===== src/gtf_pkg.sv =====
`default_nettype none
package gtf_pkg;

  // Register indices; byte address is four times the index
  localparam logic [11:0] IDX_GAIN_B0_DUAL   = 12'h352;
  localparam logic [11:0] IDX_GAIN_B1_DUAL   = 12'h353;
  localparam logic [11:0] IDX_GAIN_A0_SINGLE = 12'h354;
  localparam logic [11:0] IDX_GAIN_A1_SINGLE = 12'h355;
  localparam logic [11:0] IDX_GAIN_B0_SINGLE = 12'h356;
  localparam logic [11:0] IDX_GAIN_B1_SINGLE = 12'h357;
  localparam logic [11:0] IDX_FILTER_CTRL    = 12'h400;
  localparam logic [11:0] IDX_FILTER_STATUS  = 12'h401;

  // Internal slot numbers, also the fuse store index of each gain
  localparam int unsigned NUM_GAIN        = 6;
  localparam logic [2:0]  SLOT_CTRL       = 3'h6;
  localparam logic [2:0]  SLOT_STATUS     = 3'h7;
  localparam logic [3:0]  SLOT_NONE       = 4'hF;

  // Fine gain field
  localparam int unsigned GAIN_LSB        = 0;
  localparam int unsigned GAIN_W          = 5;
  localparam logic [4:0]  GAIN_RESET      = 5'h00;

  // Filter control fields
  localparam int unsigned MODE_LSB        = 0;
  localparam int unsigned MODE_W          = 2;
  localparam int unsigned SCW_LSB         = 2;
  localparam int unsigned SCW_W           = 3;
  localparam int unsigned MERGE_BIT       = 5;
  localparam int unsigned SHARE_BIT       = 6;
  localparam logic [1:0]  MODE_OFF        = 2'h0;
  localparam logic [1:0]  MODE_ON         = 2'h2;
  localparam logic [2:0]  SCW_RESET       = 3'h0;

  // Filter status fields
  localparam int unsigned STAT_ACTIVE_BIT = 0;
  localparam int unsigned STAT_MERGED_BIT = 1;
  localparam int unsigned STAT_LATE_BIT   = 2;
  localparam int unsigned STAT_RSVD_BIT   = 3;

  // Datapath widths and weights
  localparam int unsigned SAMPLE_W        = 8;
  localparam int unsigned COEF_W          = 12;
  localparam int unsigned COEF_EXT_W      = 19;
  localparam int unsigned PROD_W          = 27;
  localparam int unsigned LSB_EXP_BASE    = 16;
  localparam logic [2:0]  CENTRE_SHIFT    = 3'h5;

  // AHB-Lite encodings
  localparam logic [1:0]  HTRANS_NONSEQ   = 2'h2;
  localparam logic        HRESP_OKAY      = 1'h0;

  typedef enum logic [1:0] {
    GTF_FS_BYPASS = 2'b01,
    GTF_FS_ACTIVE = 2'b10
  } gtf_fstate_e;

endpackage
`default_nettype wire


===== src/gtf_tap_scale.sv =====
`timescale 1ns/10ps
`default_nettype none
module gtf_tap_scale (
  input  wire logic        hclk,
  input  wire logic        hresetn,
  input  wire logic [7:0]  sample_in,
  input  wire logic        sample_valid,
  input  wire logic [11:0] coef,
  input  wire logic        coef_centre,
  input  wire logic [2:0]  scw,
  input  wire logic        enable,
  output var  logic [7:0]  sample_out,
  output var  logic        out_valid
);

  logic signed [18:0] coef_ext;
  logic signed [18:0] coef_w;
  logic signed [26:0] product;
  logic        [2:0]  shamt;

  assign coef_ext = {{(gtf_pkg::COEF_EXT_W - gtf_pkg::COEF_W){coef[11]}}, coef};
  // Side taps weigh 2^(scw-16), the centre tap a fixed weight
  assign shamt    = coef_centre ? gtf_pkg::CENTRE_SHIFT : scw;
  assign coef_w   = coef_ext <<< shamt;
  assign product  = $signed(sample_in) * coef_w;

  always_ff @(posedge hclk or negedge hresetn) begin
    if (!hresetn) begin
      sample_out <= 8'h00;
    end else if (sample_valid) begin
      if (enable) begin
        sample_out <= product[gtf_pkg::LSB_EXP_BASE +: gtf_pkg::SAMPLE_W];
      end else begin
        sample_out <= sample_in;
      end
    end
  end

  always_ff @(posedge hclk or negedge hresetn) begin
    if (!hresetn) begin
      out_valid <= 1'b0;
    end else begin
      out_valid <= sample_valid;
    end
  end

endmodule
`default_nettype wire


===== src/gtf_gain_fir_cfg.sv =====
`timescale 1ns/10ps
`default_nettype none
module gtf_gain_fir_cfg (
  input  wire logic        hclk,
  input  wire logic        hresetn,
  input  wire logic        hsel,
  input  wire logic [31:0] haddr,
  input  wire logic [1:0]  htrans,
  input  wire logic        hwrite,
  input  wire logic [2:0]  hsize,
  input  wire logic [31:0] hwdata,
  input  wire logic        hready,
  output logic             hreadyout,
  output logic             hresp,
  output var  logic [31:0] hrdata,
  input  wire logic        fuse_valid,
  input  wire logic [2:0]  fuse_index,
  input  wire logic [4:0]  fuse_gain,
  input  wire logic        serial_link_enable,
  output logic [4:0]       fine_gain_b_bank0_dual,
  output logic [4:0]       fine_gain_b_bank1_dual,
  output logic [4:0]       fine_gain_a_bank0_single,
  output logic [4:0]       fine_gain_a_bank1_single,
  output logic [4:0]       fine_gain_b_bank0_single,
  output logic [4:0]       fine_gain_b_bank1_single,
  output logic             coefficient_share_bit,
  output logic             filter_merge_bit,
  output logic [2:0]       side_coefficient_weight,
  output logic [1:0]       filter_mode_field,
  input  wire logic [7:0]  adc_sample_a,
  input  wire logic [7:0]  adc_sample_b,
  input  wire logic        adc_sample_valid,
  input  wire logic [11:0] coef_a,
  input  wire logic [11:0] coef_b,
  input  wire logic        coef_centre,
  output logic [7:0]       eq_sample_a,
  output logic [7:0]       eq_sample_b,
  output logic             eq_valid,
  output var  logic        eq_merged
);

  logic [4:0]  gain_r [0:5];
  logic [4:0]  gain_nxt [0:5];
  logic        share_r;
  logic        share_nxt;
  logic        merge_r;
  logic        merge_nxt;
  logic [2:0]  scw_r;
  logic [2:0]  scw_nxt;
  logic [1:0]  mode_r;
  logic [1:0]  mode_nxt;
  logic        late_r;
  logic        late_nxt;
  logic        dp_valid_r;
  logic        dp_write_r;
  logic [3:0]  dp_slot_r;
  logic        wr_now;
  logic        ap_take;
  logic [3:0]  ap_slot;
  logic [31:0] rd_word;
  logic [7:0]  ctrl_byte;
  logic [7:0]  stat_byte;
  logic [11:0] coef_b_eff;
  logic        out_valid_a;
  logic        out_valid_b;
  gtf_pkg::gtf_fstate_e fstate_r;
  gtf_pkg::gtf_fstate_e fstate_nxt;

  // Word-aligned index decode into an internal slot
  function automatic logic [3:0] slot_of(input logic [31:0] a);
    logic [3:0] s;
    s = gtf_pkg::SLOT_NONE;
    if (a[1:0] == 2'h0 && a[31:14] == 18'h00000) begin
      case (a[13:2])
        gtf_pkg::IDX_GAIN_B0_DUAL:   s = 4'h0;
        gtf_pkg::IDX_GAIN_B1_DUAL:   s = 4'h1;
        gtf_pkg::IDX_GAIN_A0_SINGLE: s = 4'h2;
        gtf_pkg::IDX_GAIN_A1_SINGLE: s = 4'h3;
        gtf_pkg::IDX_GAIN_B0_SINGLE: s = 4'h4;
        gtf_pkg::IDX_GAIN_B1_SINGLE: s = 4'h5;
        gtf_pkg::IDX_FILTER_CTRL:    s = {1'b0, gtf_pkg::SLOT_CTRL};
        gtf_pkg::IDX_FILTER_STATUS:  s = {1'b0, gtf_pkg::SLOT_STATUS};
        default:                     s = gtf_pkg::SLOT_NONE;
      endcase
    end
    return s;
  endfunction

  // Zero-wait slave: every transfer completes in one data phase
  assign hreadyout = 1'b1;
  assign hresp     = gtf_pkg::HRESP_OKAY;
  assign ap_take   = hsel & hready & htrans[1];
  assign ap_slot   = slot_of(haddr);
  assign wr_now    = dp_valid_r & dp_write_r & hready;

  always_ff @(posedge hclk or negedge hresetn) begin
    if (!hresetn) begin
      dp_valid_r <= 1'b0;
      dp_write_r <= 1'b0;
      dp_slot_r  <= gtf_pkg::SLOT_NONE;
    end else if (hready) begin
      dp_valid_r <= ap_take;
      dp_write_r <= hwrite;
      dp_slot_r  <= ap_slot;
    end
  end

  // Fuse defaults arrive after reset; a software write in the same cycle wins
  always_comb begin
    for (int i = 0; i < gtf_pkg::NUM_GAIN; i++) begin
      gain_nxt[i] = gain_r[i];
      if (fuse_valid && fuse_index == 3'(i)) begin
        gain_nxt[i] = fuse_gain;
      end
      if (wr_now && dp_slot_r == 4'(i)) begin
        gain_nxt[i] = hwdata[gtf_pkg::GAIN_LSB +: gtf_pkg::GAIN_W];
      end
    end
  end

  always_ff @(posedge hclk or negedge hresetn) begin
    if (!hresetn) begin
      for (int i = 0; i < gtf_pkg::NUM_GAIN; i++) begin
        gain_r[i] <= gtf_pkg::GAIN_RESET;
      end
    end else begin
      for (int i = 0; i < gtf_pkg::NUM_GAIN; i++) begin
        gain_r[i] <= gain_nxt[i];
      end
    end
  end

  assign fine_gain_b_bank0_dual   = gain_r[0];
  assign fine_gain_b_bank1_dual   = gain_r[1];
  assign fine_gain_a_bank0_single = gain_r[2];
  assign fine_gain_a_bank1_single = gain_r[3];
  assign fine_gain_b_bank0_single = gain_r[4];
  assign fine_gain_b_bank1_single = gain_r[5];

  // Filter control; weight 7 is stored as written, software keeps to 0..6
  always_comb begin
    share_nxt = share_r;
    merge_nxt = merge_r;
    scw_nxt   = scw_r;
    mode_nxt  = mode_r;
    if (wr_now && dp_slot_r == {1'b0, gtf_pkg::SLOT_CTRL}) begin
      share_nxt = hwdata[gtf_pkg::SHARE_BIT];
      merge_nxt = hwdata[gtf_pkg::MERGE_BIT];
      scw_nxt   = hwdata[gtf_pkg::SCW_LSB +: gtf_pkg::SCW_W];
      mode_nxt  = hwdata[gtf_pkg::MODE_LSB +: gtf_pkg::MODE_W];
    end
  end

  always_ff @(posedge hclk or negedge hresetn) begin
    if (!hresetn) begin
      share_r <= 1'b0;
      merge_r <= 1'b0;
      scw_r   <= gtf_pkg::SCW_RESET;
      mode_r  <= gtf_pkg::MODE_OFF;
    end else begin
      share_r <= share_nxt;
      merge_r <= merge_nxt;
      scw_r   <= scw_nxt;
      mode_r  <= mode_nxt;
    end
  end

  assign coefficient_share_bit   = share_r;
  assign filter_merge_bit        = merge_r;
  assign side_coefficient_weight = scw_r;
  assign filter_mode_field       = mode_r;

  // Sticky flag for control writes while the link runs; set beats clear
  always_comb begin
    late_nxt = late_r;
    if (wr_now && dp_slot_r == {1'b0, gtf_pkg::SLOT_STATUS} && hwdata[gtf_pkg::STAT_LATE_BIT]) begin
      late_nxt = 1'b0;
    end
    if (wr_now && dp_slot_r == {1'b0, gtf_pkg::SLOT_CTRL} && serial_link_enable) begin
      late_nxt = 1'b1;
    end
  end

  always_ff @(posedge hclk or negedge hresetn) begin
    if (!hresetn) begin
      late_r <= 1'b0;
    end else begin
      late_r <= late_nxt;
    end
  end

  // Reserved mode codes leave the filter bypassed
  always_comb begin
    case (mode_r)
      gtf_pkg::MODE_ON: fstate_nxt = gtf_pkg::GTF_FS_ACTIVE;
      default:          fstate_nxt = gtf_pkg::GTF_FS_BYPASS;
    endcase
  end

  always_ff @(posedge hclk or negedge hresetn) begin
    if (!hresetn) begin
      fstate_r <= gtf_pkg::GTF_FS_BYPASS;
    end else begin
      fstate_r <= fstate_nxt;
    end
  end

  // Gain, control and late-flag read data built from next values so a write just before is seen; other status bits are registered
  always_comb begin
    ctrl_byte = 8'h00;
    ctrl_byte[gtf_pkg::SHARE_BIT] = share_nxt;
    ctrl_byte[gtf_pkg::MERGE_BIT] = merge_nxt;
    ctrl_byte[gtf_pkg::SCW_LSB +: gtf_pkg::SCW_W] = scw_nxt;
    ctrl_byte[gtf_pkg::MODE_LSB +: gtf_pkg::MODE_W] = mode_nxt;
    stat_byte = 8'h00;
    stat_byte[gtf_pkg::STAT_ACTIVE_BIT] = (fstate_r == gtf_pkg::GTF_FS_ACTIVE);
    stat_byte[gtf_pkg::STAT_MERGED_BIT] = merge_r;
    stat_byte[gtf_pkg::STAT_LATE_BIT]   = late_nxt;
    stat_byte[gtf_pkg::STAT_RSVD_BIT]   = (mode_r != gtf_pkg::MODE_OFF) && (mode_r != gtf_pkg::MODE_ON);
    rd_word = 32'h00000000;
    case (ap_slot)
      4'h0, 4'h1, 4'h2, 4'h3, 4'h4, 4'h5: begin
        rd_word[gtf_pkg::GAIN_LSB +: gtf_pkg::GAIN_W] = gain_nxt[ap_slot[2:0]];
      end
      {1'b0, gtf_pkg::SLOT_CTRL}: begin
        rd_word[7:0] = ctrl_byte;
      end
      {1'b0, gtf_pkg::SLOT_STATUS}: begin
        rd_word[7:0] = stat_byte;
      end
      default: begin
        rd_word = 32'h00000000;
      end
    endcase
  end

  always_ff @(posedge hclk or negedge hresetn) begin
    if (!hresetn) begin
      hrdata <= 32'h00000000;
    end else if (ap_take && !hwrite) begin
      hrdata <= rd_word;
    end
  end

  // Merged filter runs one coefficient set over both lanes
  assign coef_b_eff = (share_r || merge_r) ? coef_a : coef_b;

  gtf_tap_scale u_lane_a (
    .hclk         (hclk),
    .hresetn      (hresetn),
    .sample_in    (adc_sample_a),
    .sample_valid (adc_sample_valid),
    .coef         (coef_a),
    .coef_centre  (coef_centre),
    .scw          (scw_r),
    .enable       (fstate_r == gtf_pkg::GTF_FS_ACTIVE),
    .sample_out   (eq_sample_a),
    .out_valid    (out_valid_a)
  );

  gtf_tap_scale u_lane_b (
    .hclk         (hclk),
    .hresetn      (hresetn),
    .sample_in    (adc_sample_b),
    .sample_valid (adc_sample_valid),
    .coef         (coef_b_eff),
    .coef_centre  (coef_centre),
    .scw          (scw_r),
    .enable       (fstate_r == gtf_pkg::GTF_FS_ACTIVE),
    .sample_out   (eq_sample_b),
    .out_valid    (out_valid_b)
  );

  assign eq_valid = out_valid_a & out_valid_b;

  always_ff @(posedge hclk or negedge hresetn) begin
    if (!hresetn) begin
      eq_merged <= 1'b0;
    end else if (adc_sample_valid) begin
      eq_merged <= merge_r;
    end
  end

endmodule
`default_nettype wire


===== config.mk =====
export PLATFORM = sky130hd
export DESIGN_NAME = gtf_gain_fir_cfg
export DESIGN_NICKNAME = d
export VERILOG_FILES = /design/src/gtf_pkg.sv /design/src/gtf_tap_scale.sv /design/src/gtf_gain_fir_cfg.sv
export SDC_FILE = /design/constraint.sdc
export NUM_CORES = 1
export LEC_CHECK = 0
export BUFFER_PORTS_ARGS = -buffer_cell sky130_fd_sc_hd__buf_2
export CORE_ASPECT_RATIO = 1.1
export CORE_UTILIZATION = 53
export DETAILED_ROUTE_END_ITERATION = 10
export GPL_ROUTABILITY_DRIVEN = 0
export PLACE_DENSITY = 0.8
export SYNTH_ARGS = -nofsm -noshare
export SYNTH_HDL_FRONTEND = slang
export SYNTH_SLANG_ARGS = --single-unit

===== constraint.sdc =====
create_clock -name hclk -period 7.6 [get_ports hclk]
set_input_delay 1.14 -clock hclk [delete_from_list [all_inputs] [get_ports hclk]]
set_output_delay 1.14 -clock hclk [all_outputs]
set_load 0.05 [all_outputs]

; Word-level counts from Yosys, hierarchy flattened
; Index checks and enable logic that the tools add are counted.
[word_totals]
reg_bits = 72
in_bits = 126
out_inout_bits = 89
wordCells = 118
[classes]
multipliers = 2
n_lt_le_gt_ge = 1
n_eq_ne = 30
n_shift = 2
muxes = 30
n_bitwise = 5
n_reduce_logical = 28
[ops]
columns = op, count
row1 = "12-bit by 10-bit equality test with 1-bit output, second input constant", 6
row2 = 5-bit 2-to-1 mux, 14
row3 = 8-bit by 19-bit multiplier with 24-bit output, 2
row4 = 12-bit by 3-bit <<< shifter with 19-bit output, 2
row5 = "4-bit by 3-bit equality test with 1-bit output, second input constant", 8
row6 = 4-bit one-hot mux with 8 select lines, 1
row7 = "12-bit by 11-bit equality test with 1-bit output, second input constant", 2
row8 = 1-bit logical AND, 19
row9 = 18-bit logical NOT, 1
row10 = "4-bit by 2-bit equality test with 1-bit output, second input constant", 4
row11 = 8-bit 2-to-1 mux, 2
row12 = 5-bit binary-select mux with 3-bit select, 1
row13 = 5-bit one-hot mux with 3 select lines, 1
row14 = 12-bit 2-to-1 mux, 1
row15 = "4-bit by 1-bit equality test with 1-bit output, second input constant", 2
row16 = 4-bit logical NOT, 2
row17 = "3-bit by 2-bit equality test with 1-bit output, second input constant", 2
row18 = "3-bit equality test, second input constant", 2
row19 = 2-bit 2-to-1 mux, 3
row20 = 3-bit 2-to-1 mux, 2
row21 = 6-bit OR reduction, 1
row22 = 1-bit bitwise AND, 4
row23 = "2-bit equality test, second input constant", 2
row24 = "4-bit >= comparator, second input constant", 1
row25 = 10 further kinds, 13

; Depth between registers and ports, before layout
; Gate-level depths: netlist of the first run.
[logic_depth]
ltp_word = 8
depth_mapped = 25
mapped_depth_nobuf = 24

; By module
; A second synthesis of the first run with hierarchy kept.
[unflattened]
hier_cells = 1590
hier_area_um2 = 14418.8
[modules_own_cells]
columns = mod, instances, cells_per_inst, area_per_inst_um2, seq_area_each_um2
row1 = gtf_tap_scale at u_lane_a, 1, 620, 5552.8, 225.2
row2 = gtf_tap_scale at u_lane_b, 1, 626, 5482.8, 225.2
row3 = gtf_gain_fir_cfg, 1, 344, 3383.2, 1357.6

; Least setup slack after synthesis of the first run
; No wires, ideal clock.
[synth_timing]
path_type = input to register
start = input port coef_centre
end = register u_lane_b.sample_out[7]
setup_time_ns = 0.069
t_arrival_ns = 6.727
t_required_ns = 7.531
slack_ns = 0.804
cell_stages = 21
n_path_buf = 1
path_cell_list = nor2_1 -> buf_2 -> mux4_2 -> mux2i_1 -> mux2i_1 -> and2_1 -> fa_1 -> fa_1 -> fa_1 -> inv_1 -> fa_1 -> inv_1 -> ha_1 -> a211oi_1 -> o21ai_0 -> a21boi_0 -> nor4_1 -> o31a_1 -> o21a_1 -> or4_1 -> nand3_1
[synth_between]
elab_chain_len = 4
[synth_rtl]
columns = item, line_no
row1 = from (decl), gtf_gain_fir_cfg.sv:35  ; input wire logic coef_centre,
row2 = 3-bit 2-to-1 mux, gtf_tap_scale.sv:23  ; assign shamt = coef_centre ? gtf_pkg::CENTRE_SHIFT : scw;
row3 = 12-bit by 3-bit <<< shifter with 19-bit output, gtf_tap_scale.sv:24  ; assign coef_w = coef_ext <<< shamt;
row4 = 8-bit by 19-bit multiplier with 24-bit output, gtf_tap_scale.sv:25  ; assign product = $signed(sample_in) * coef_w;
row5 = 8-bit 2-to-1 mux, gtf_tap_scale.sv:31  ; if (enable) begin
row6 = to (signal assigned), gtf_tap_scale.sv:32  ; sample_out <= product[gtf_pkg::LSB_EXP_BASE +: gtf_pkg::SAMPLE_W];
row7 = to (signal assigned), gtf_tap_scale.sv:34  ; sample_out <= sample_in;
row8 = to (decl), gtf_tap_scale.sv:12  ; output var logic [7:0] sample_out,
; No other way between the ends.
; A chain may end at the register's enable or synchronous reset.

; Worst setup path after layout of the first run
; Ends and elaborated chain as after synthesis.

==> impl_summary.md, run 1 <==
Outcome
The run finished, with violations left. The checks that failed: DRC.

Floorplanning
The effective utilization at floorplan is 0.5375. For this design the top-level I/O count stands at 215. Row generation in the floorplan step produced 62 rows. The area of the core is 26,070 µm². The die covers 27,090 µm².

The floorplan step set the die height to 172.5 µm. The floorplan step set the die width to 157.0 µm.

Yosys
The flip-flop cell with the highest count after synthesis is dfrtp_1. For this run, the register share of the synthesized area comes to 0.1273. The post-synthesis async set-or-reset flop share is 1.000. The dominant combinational cell family by area after synthesis is adder cells. After synthesis, the share of cell area in mux cells is 0.08261. Of the total synthesized cell area, the portion taken by AND, OR, NAND and NOR gates is 0.2120.

The total of flip-flops plus latches after synthesis is 71. During synthesis, Yosys emitted a total of 0 warnings. The average instance in the mapped netlist occupies 8.929 µm². Of the total synthesized cell area, the portion taken by full adders, half adders and majority gates is 0.3862. The mapped netlist covers 14,010 µm².

The number of distinct library cell variants in the gate-level netlist after synthesis is 69. Of the total synthesized cell area, the portion taken by XOR and XNOR cells is 0.01849. The number of flops mapped to enable cells by yosys is 0. The complex-gate fraction of the synthesized area was 0.06537. The synthesized instance count is 1,569.

Setup path
The maximum fanout count along the critical path is 11. The most numerous cell type found on the critical path is fa_1. The critical path startpoint category is an input pin. Traced cell by cell, the critical path runs through buf_2, or2_2, mux4_2, mux2i_1, mux2i_1, and2_1, fa_1, fa_1, fa_1, inv_1, fa_1, inv_1, ha_1, a211oi_1, nand3_1, o21ai_0, nor4_1, o31a_1, o21a_1, or4_1, nand3_1.

Among all stages on the critical path, the largest delay is contributed by fa_1. Data arrives at the worst endpoint at 7.36 ns. The worst reg-to-reg setup slack is 0.83 ns.

The required time of the critical path is 7.86 ns. On the worst path, the slowest cell contributes a delay of 0.55 ns. The critical path start-end classification is input pin to flip-flop. The category of the worst setup path capture point is a flip-flop.

Placement
The number of port buffers is 158. The total half-perimeter wirelength after legalization and detailed placement is 27.72 mm.

Timing
The slew at the pin with the worst max-slew slack is 1.186 ns. Derived from the worst setup path, the maximum achievable clock frequency is 140.8 MHz. Setup violations remaining at the end of the flow were counted as 0. The max-slew headroom at the worst pin is 0.2030. In the finished design, the share of the clock period the worst path needs comes to 0.9343. The worst-case clock skew is 0.006712 ns. The shortest period the worst path allows is 7.101 ns. The number of pins exceeding their max-slew limit in the final report is 0. The final sum of negative setup slack is 0 ns. Setup repair after global routing left no endpoint under its margin.

The final hold violation count is 0.

Route
The first detailed-routing pass ran for 8 iterations. The total via count after detailed routing is 11,200. The count of unresolved DRC violations after routing is 2. The violation count after the first detailed-routing iteration is 626. Wires add up to 34.68 mm. After detailed routing, the average wire length per cell comes to 16.81 µm. The post-detailed-route via-to-cell ratio is 5.428. The number of nets still failing antenna checks after routing is 0.

Power and ir drop
The share of total power dissipated in combinational logic is 0.760. Of the total power, the clock network draws 0.117. The worst-case vdd ir drop is 188.3 µV.

The static leakage is 0.007777 µW. The analysis attributes to net switching a power of 1864 µW. The internal power of the cells totals 1857 µW. The share of total power dissipated in sequential elements is 0.123. The fraction of power spent switching nets is 0.5010.

The areal power density over the cells is 241.3 nW/µm². Overall power consumption after layout is estimated at 3720 µW.

Global routing
The global-route wire length before repair is 57.16 mm. The global-route total usage across every layer is 0.2677. Entering global routing, the biggest net connects 72 pins. The number of antenna violations at the first check in global routing is 1. After global routing the overflow that remains totals 0. The via count of the first global-routing pass is 11,530.

Layout
The fraction of the core area covered by cells at the end of the flow is 0.5916. At the end of the flow, the number of nets in the layout was 2,135. Compared with the post-synthesis result, the final layout area differs by 10.07%. The share of layout cells above drive strength 1 is 0.1480.

Clock network
The TritonCTS buffer count is 9. Gates resized during post-CTS repair numbered 0. The count of hold-fix buffers inserted at cts is 0. The clock passes through at most 2 buffers. Clock latency on the worst-skew pair, taken at its later pin, is 0.33 ns. The clock sink count is 71. The number of H-tree branching levels is 3. After clock tree synthesis, the clock-pin slew on the worst setup and hold paths is 0.06 ns.

The TritonCTS clock tree is yes. Clock tree synthesis selected as its root buffer the cell clkbuf_16. The count of buffers added by post-CTS timing repair for setup is 0.

Run
The number of max-cap violations is 0.

Worst hold path
The path class of the tightest hold or removal check is flip-flop to flip-flop.
## path summary, 6_finish.rpt
path	from	to	cells past startpoint
min in group asynchronous	hresetn	fine_gain_b_bank0_dual[3]	1
max in group asynchronous	hresetn	coefficient_share_bit	1
worst min register to register	u_lane_b.sample_out[6]	u_lane_b.sample_out[6]	1
worst max register to register	filter_merge_bit	u_lane_b.sample_out[7]	21
worst min-delay path	u_lane_b.sample_out[6]	u_lane_b.sample_out[6]	1
worst max-delay path	coef_centre	u_lane_b.sample_out[7]	21
## per-stage QoR
stage,cell area (µm²),hold slack [ns],setup WS [ns],instances
finish,15420,0.4952,0.4990,2063
global route,15420,0.5190,0.1731,2062
CTS,15420,0.4923,0.5358,2062
detailed placement,15110,0.4824,0.2121,2046
global placement,15110,0.4597,0.2754,2046
floorplan,14100,0.4883,0.8037,1594
## critical path, delay by kind of cell
family,cells,cell delay (ns)
fa+ha+maj,5,2.25
buf+inv,3,0.23
compound gates,4,1.18
simple gates,6,1.54
mux,3,1.00
## cell usage after synthesis, drive strengths merged, types with 4 or more instances
library cell / count / area [µm²]
a211oi: 5 / 37.54
a21oi: 53 / 265.3
a31oi: 16 / 100.1
and2: 151 / 944.7
and3: 18 / 112.6
buf: 37 / 267.8
clkbuf: 52 / 195.2
dfrtp: 66 / 1652
dfstp: 5 / 131.4
fa: 214 / 4284
ha: 90 / 1126
inv: 277 / 1040
mux2: 17 / 191.4
mux2i: 74 / 740.7
mux4: 10 / 225.2
nand2: 119 / 446.7
nand2b: 24 / 150.1
nand3: 20 / 105.1
nand4: 9 / 56.30
nand4b: 5 / 50.04
nor2: 82 / 315.3
nor2b: 71 / 444.2
nor3: 12 / 65.06
nor4: 12 / 87.58
o211ai: 4 / 30.03
o21a: 4 / 30.03
o21ai: 37 / 185.2
or2: 4 / 25.03
or3: 6 / 42.54
xnor2: 22 / 192.7
xor2: 5 / 43.79
## metal layers
layer | vias to the layer above | track usage | part of all wire
li1 | 5174 | - | -
met1 | 5546 | 0.3485 | 0.40
met2 | 439 | 0.4641 | 0.51
met3 | 38 | 0.04258 | 0.077
met4 | 0 | 0.06311 | 0.013
met5 | - | 0 | 0
## sequential cells by signal, summed over array words and instances, names as in the netlist
name and flops:
fine_gain_b_bank1_dual 5, fine_gain_b_bank1_single 5, eq_merged 1, fine_gain_b_bank0_single 5, fstate_r 2, dp_write_r 1, filter_mode_field 2, dp_valid_r 1
u_lane_b.sample_out 8, u_lane_a.sample_out 8, hrdata 7, late_r 1, dp_slot_r 4, u_lane_b.out_valid 1, coefficient_share_bit 1, fine_gain_a_bank1_single 5
fine_gain_b_bank0_dual 5, fine_gain_a_bank0_single 5, filter_merge_bit 1, side_coefficient_weight 3
## cells in the final DEF, fill, tap and decap left out, drive strengths merged, types with 5 or more instances in the layout
master,Yosys,final
nor2b,71,71
nand2b,24,24
nand4,9,9
clkbuf,52,12
a31oi,16,16
a21oi,53,53
buf,37,189
dfrtp,66,66
nor3,12,12
ha,90,90
nand2,119,119
nor4,12,12
nand4b,5,5
mux4,10,10
o21ai,37,37
mux2i,74,74
nand3,20,20
mux2,17,17
inv,277,277
xnor2,22,22
or3,6,6
a211oi,5,5
conb,2,27
dfstp,5,5
fa,214,214
and2,151,151
nor2,82,82
and3,18,18
xor2,5,5
## cell type report
cell class | count | area (µm²)
tap | 352 | 440.4
timing repair buffer | 189 | 1026
multi-input combinational | 1156 | 10810
fill | 2317 | 10650
clock inverter | 4 | 53.80
clock buffer | 12 | 256.5
sequential | 71 | 1783
inverter | 278 | 1044
antenna | 1 | 2.502
## logic make-up (layout without fill, tap and decap cells)
| family | Yosys count | in the layout |
|---|---|---|
| buf+inv | 367 | 483 |
| flops | 71 | 71 |
| compound gates | 151 | 151 |
| simple gates | 545 | 545 |
| mux | 101 | 101 |
| other cells | 2 | 28 |
| fa+ha+maj | 304 | 304 |
| xor+xnor | 28 | 28 |
## power by group through the flow
stage                     Combinational, µW  Sequential, µW  Clock, µW
after floorplan                        1980             632          0
after global placement                 2720             460          0
after detailed placement               2820             463          0
after CTS                              2850             457        441
after global routing                   3250             463        457
final                                  2830             459        434
Power figures use the tool's default switching activity.
==> run 2, diff against run 1 <==
--- a/config.mk
+++ b/config.mk
@@ -5,12 +5,12 @@
 export SDC_FILE = /design/constraint.sdc
 export NUM_CORES = 1
 export LEC_CHECK = 0
-export BUFFER_PORTS_ARGS = -buffer_cell sky130_fd_sc_hd__buf_2
 export CORE_ASPECT_RATIO = 1.1
 export CORE_UTILIZATION = 53
 export DETAILED_ROUTE_END_ITERATION = 10
+export DONT_BUFFER_PORTS = 1
 export GPL_ROUTABILITY_DRIVEN = 0
-export PLACE_DENSITY = 0.8
+export PLACE_DENSITY = 0.73
 export SYNTH_ARGS = -nofsm -noshare
 export SYNTH_HDL_FRONTEND = slang
 export SYNTH_SLANG_ARGS = --single-unit
==> constraint.sdc (replaced) <==
create_clock -name hclk -period 7.6 [get_ports hclk]
set_input_delay 1.14 -clock hclk [delete_from_list [all_inputs] [get_ports hclk]]
set_output_delay 1.14 -clock hclk [all_outputs]
set_load 0.02 [all_outputs]
==> run 2 against run 1 <==
Against the previous run: the flow now finishes without violations; clock skew up 0.0025 ns; utilization down 3.1 points; global-route usage down 0.95 points; first-iteration DRC count down 28%; worst hold slack worse by 0.0042 ns; final cell count down 7.8%; clock-buffer cell count down 3; critical endpoint unchanged; largest cell class unchanged; largest power group unchanged.
==> impl_summary.md, run 2 (same netlist as run 1, synthesis figures left out) <==
Global routing
The via count of the first global-routing pass is 11,160 (-3.2%). The global-route wire length before repair is 55.52 mm (-2.9%). The maximum number of pins on one net before global-route repair is 72 (unchanged).

The residual overflow from global routing was 0 (unchanged). The number of antenna violations at the first check in global routing came to 0 (-1). The global-route total usage across every layer came to 0.2582 (-0.009510).

Timing
The number of pins exceeding their max-slew limit in the final report was 0 (unchanged). The shortest period the worst path allows was 7.142 ns (+0.04083 ns). The max-slew headroom at the worst pin came to 0.2358 (+0.03284). The slew at the pin with the worst max-slew slack is 1.138 ns (-0.04888 ns).

The final worst-path setup slack is 0.4582 ns (-0.04083 ns). The maximum clock frequency is 140.0 MHz (-0.57%). The worst hold slack is 0.4911 ns (-0.004178 ns). The final sum of negative setup slack came to 0 ns (unchanged). Setup repair after global routing left no endpoint under its margin.

The final hold violation count was 0 (unchanged). The final period utilization is 0.9397 (+0.005373). The total of endpoints with negative setup slack in the final report came to 0 (unchanged). The worst-case clock skew is 0.009239 ns (+0.002526 ns).

Floorplanning
The effective utilization at floorplan is 0.5375 (unchanged). The number of top-level pins is 215 (unchanged). The die extent in y is 172.5 µm (unchanged). The area of the core came to 26,070 µm² (unchanged). The number of rows created at floorplan came to 62 (unchanged). The die area was 27,090 µm² (unchanged). The overall die width came to 157.0 µm (unchanged).

Layout
The diode insertion count for antenna repair is 0 (-1). The final instance area is 14,610 µm² (-5.3%). The share of layout cells above drive strength 1 was 0.06129 (-0.08666). The net count of the finished layout came to 1,975 (-7.5%). The count of filler cells inserted in the layout is 2,359 (+1.8%). The post-synthesis to final-layout area growth is 4.251%. The multi-input combinational cell area is 10,820 µm² (about the same).

The footprint of the flip-flops and latches was 1783 µm² (unchanged). In the final layout, the registers with the most flip-flops are u_lane_a.sample_out: 8 flops, u_lane_b.sample_out: 8 flops, hrdata: 7 flops. The library cells used most frequently in the layout, excluding fill and tap cells, are 277 x inv_1, 214 x fa_1, 151 x and2_1. Leaving out fill and tap cells, the most frequent cell in the layout is inv_1.

Clock network
The TritonCTS buffer count is 9 (unchanged). The worst-case clock buffer depth was 2 (unchanged). The count of hold-fix buffers inserted at cts is 0 (unchanged).

The count of buffers added by post-CTS timing repair for setup is 0 (unchanged). The number of H-tree branching levels is 3 (unchanged). CTS placed an instance of clkbuf_16 at the clock tree root. The clock latency at the later pin of the worst-skew pair is 0.34 ns (about the same). The clock input transition at the sequential cells of the worst setup and hold paths is 0.07 ns (about the same). The TritonCTS clock tree is yes.

The clock sink count is 71 (unchanged). The total of cells resized after clock tree synthesis is 0 (unchanged).

Route
The count of unresolved DRC violations after routing is 0 (-2). The post-detailed-route via-to-cell ratio is 5.492 (+1.2%). The wire length per cell after detailed routing was 17.38 µm (+3.4%). The total via count after detailed routing is 10,450 (-6.7%). The detailed-router iteration count before antenna repair is 4 (-4). The routed wire length came to 33.06 mm (-4.7%).

The violation count after the first detailed-routing iteration is 448 (-28%). The number of nets still failing antenna checks after routing is 0 (unchanged).

Placement
The total half-perimeter wirelength after legalization and detailed placement is 26.83 mm (-3.2%). The number of port buffers is 0 (-100%). The pre-CTS worst setup slack is 0.1311 ns (-0.08103 ns). The instance area after placement is 14,300 µm² (-5.3%).

Setup path
The maximum fanout count along the critical path is 10 (-1). The most frequent cell on the critical path is fa_1. The count of buffering cells on the critical path with inverters included is 3 (unchanged).

The longest individual stage delay on the worst path is 0.66 ns (+0.11 ns). The required time of the critical path is 7.86 ns (about the same). The launch instance of the worst register-to-register path is coefficient_share_bit. The count of cells along the worst register-to-register path is 21 (unchanged). In this run the critical register-to-register path is captured at u_lane_b.sample_out[7]. The critical path goes through or2_2, buf_4, mux4_2, mux2i_1, o21ai_0, and2_1, fa_1, fa_1, fa_1, inv_1, fa_1, inv_1, ha_1, a21oi_1, nand3_1, o21ai_0, nor4_1, o31a_1, o21a_1, or4_1, nand3_1. The worst setup path is launched from an input pin. The gate family responsible for the most delay along the worst path is adder cells.

The worst reg-to-reg setup slack came to 0.64 ns (-0.19 ns). The setup path with the least slack is of type input pin to flip-flop. On the critical path, the stage with the largest delay is an instance of o21ai_0. The category of the worst setup path capture point is a flip-flop. The data arrival at the endpoint of the critical path is 7.40 ns (+0.04 ns).

Power and ir drop
The worst-case vdd ir drop is 172.8 µV (-8.2%). The static leakage is 0.007130 µW (-8.3%). The areal power density over the cells was 236.2 nW/µm² (-2.1%).

Outcome
The flow ran to the end, and the final reports show no timing, DRC or antenna violations.

Run
The number of max-cap violations is 0 (unchanged).

Worst hold path
In this run the worst hold path is classified as input pin to asynchronous set/reset pin.
## run 2: cell count changes in the layout (fill, tap and decap cells not counted)
cell        delta
buf_4          -3
clkbuf_8       -2
clkinv_4       +1
inv_6          +3
buf_2        -157
diode_2        -1
clkinv_2       +1
nor2b_2        +1
nor2b_1        -1
clkinvlp_4     -2
clkbuf_1       -1
## run 2: power by group
part	internal, µW	switching, µW
Clock	258	170
Combinational	1100	1390
Sequential	427	106
## run 2: stage by stage
| stage | utilization | power, µW | instances |
|---|---|---|---|
| global placement | 0.5487 | 2947 | 1886 |
| detailed placement | 0.5487 | 3029 | 1886 |
| global route | 0.5603 | 3890 | 1902 |
| CTS | 0.5603 | 3491 | 1902 |
| finish | 0.5603 | 3450 | 1902 |
| floorplan | - | 2481 | 1594 |
## run 2: final cells by class
class | instances | area share
clock inverter | 7 | 0.005397
tap | 352 | 0.03015
sequential | 71 | 0.1221
timing repair buffer | 29 | 0.01491
inverter | 278 | 0.07145
clock buffer | 9 | 0.01542
multi-input combinational | 1156 | 0.7406
## run 2: how the worst max path moves through the flow
stage	slack, ns	cells past startpoint	from	endpoint
final	0.46	21	coef_centre	u_lane_b.sample_out[7]
after global routing	0.1	21	coef_centre	u_lane_b.sample_out[7]
after CTS	0.45	21	coef_centre	u_lane_b.sample_out[7]
after detailed placement	0.13	21	coef_centre	u_lane_b.sample_out[7]
after global placement	0.23	21	coef_centre	u_lane_b.sample_out[7]
after floorplan	0.81	21	coef_centre	u_lane_b.sample_out[7]
## run 2: layer usage
metal | global-route usage | wire (µm)
met1 | 0.3318 | 13570
met2 | 0.4393 | 16260
met3 | 0.06274 | 2759
met4 | 0.05502 | 476
met5 | 0 | 0
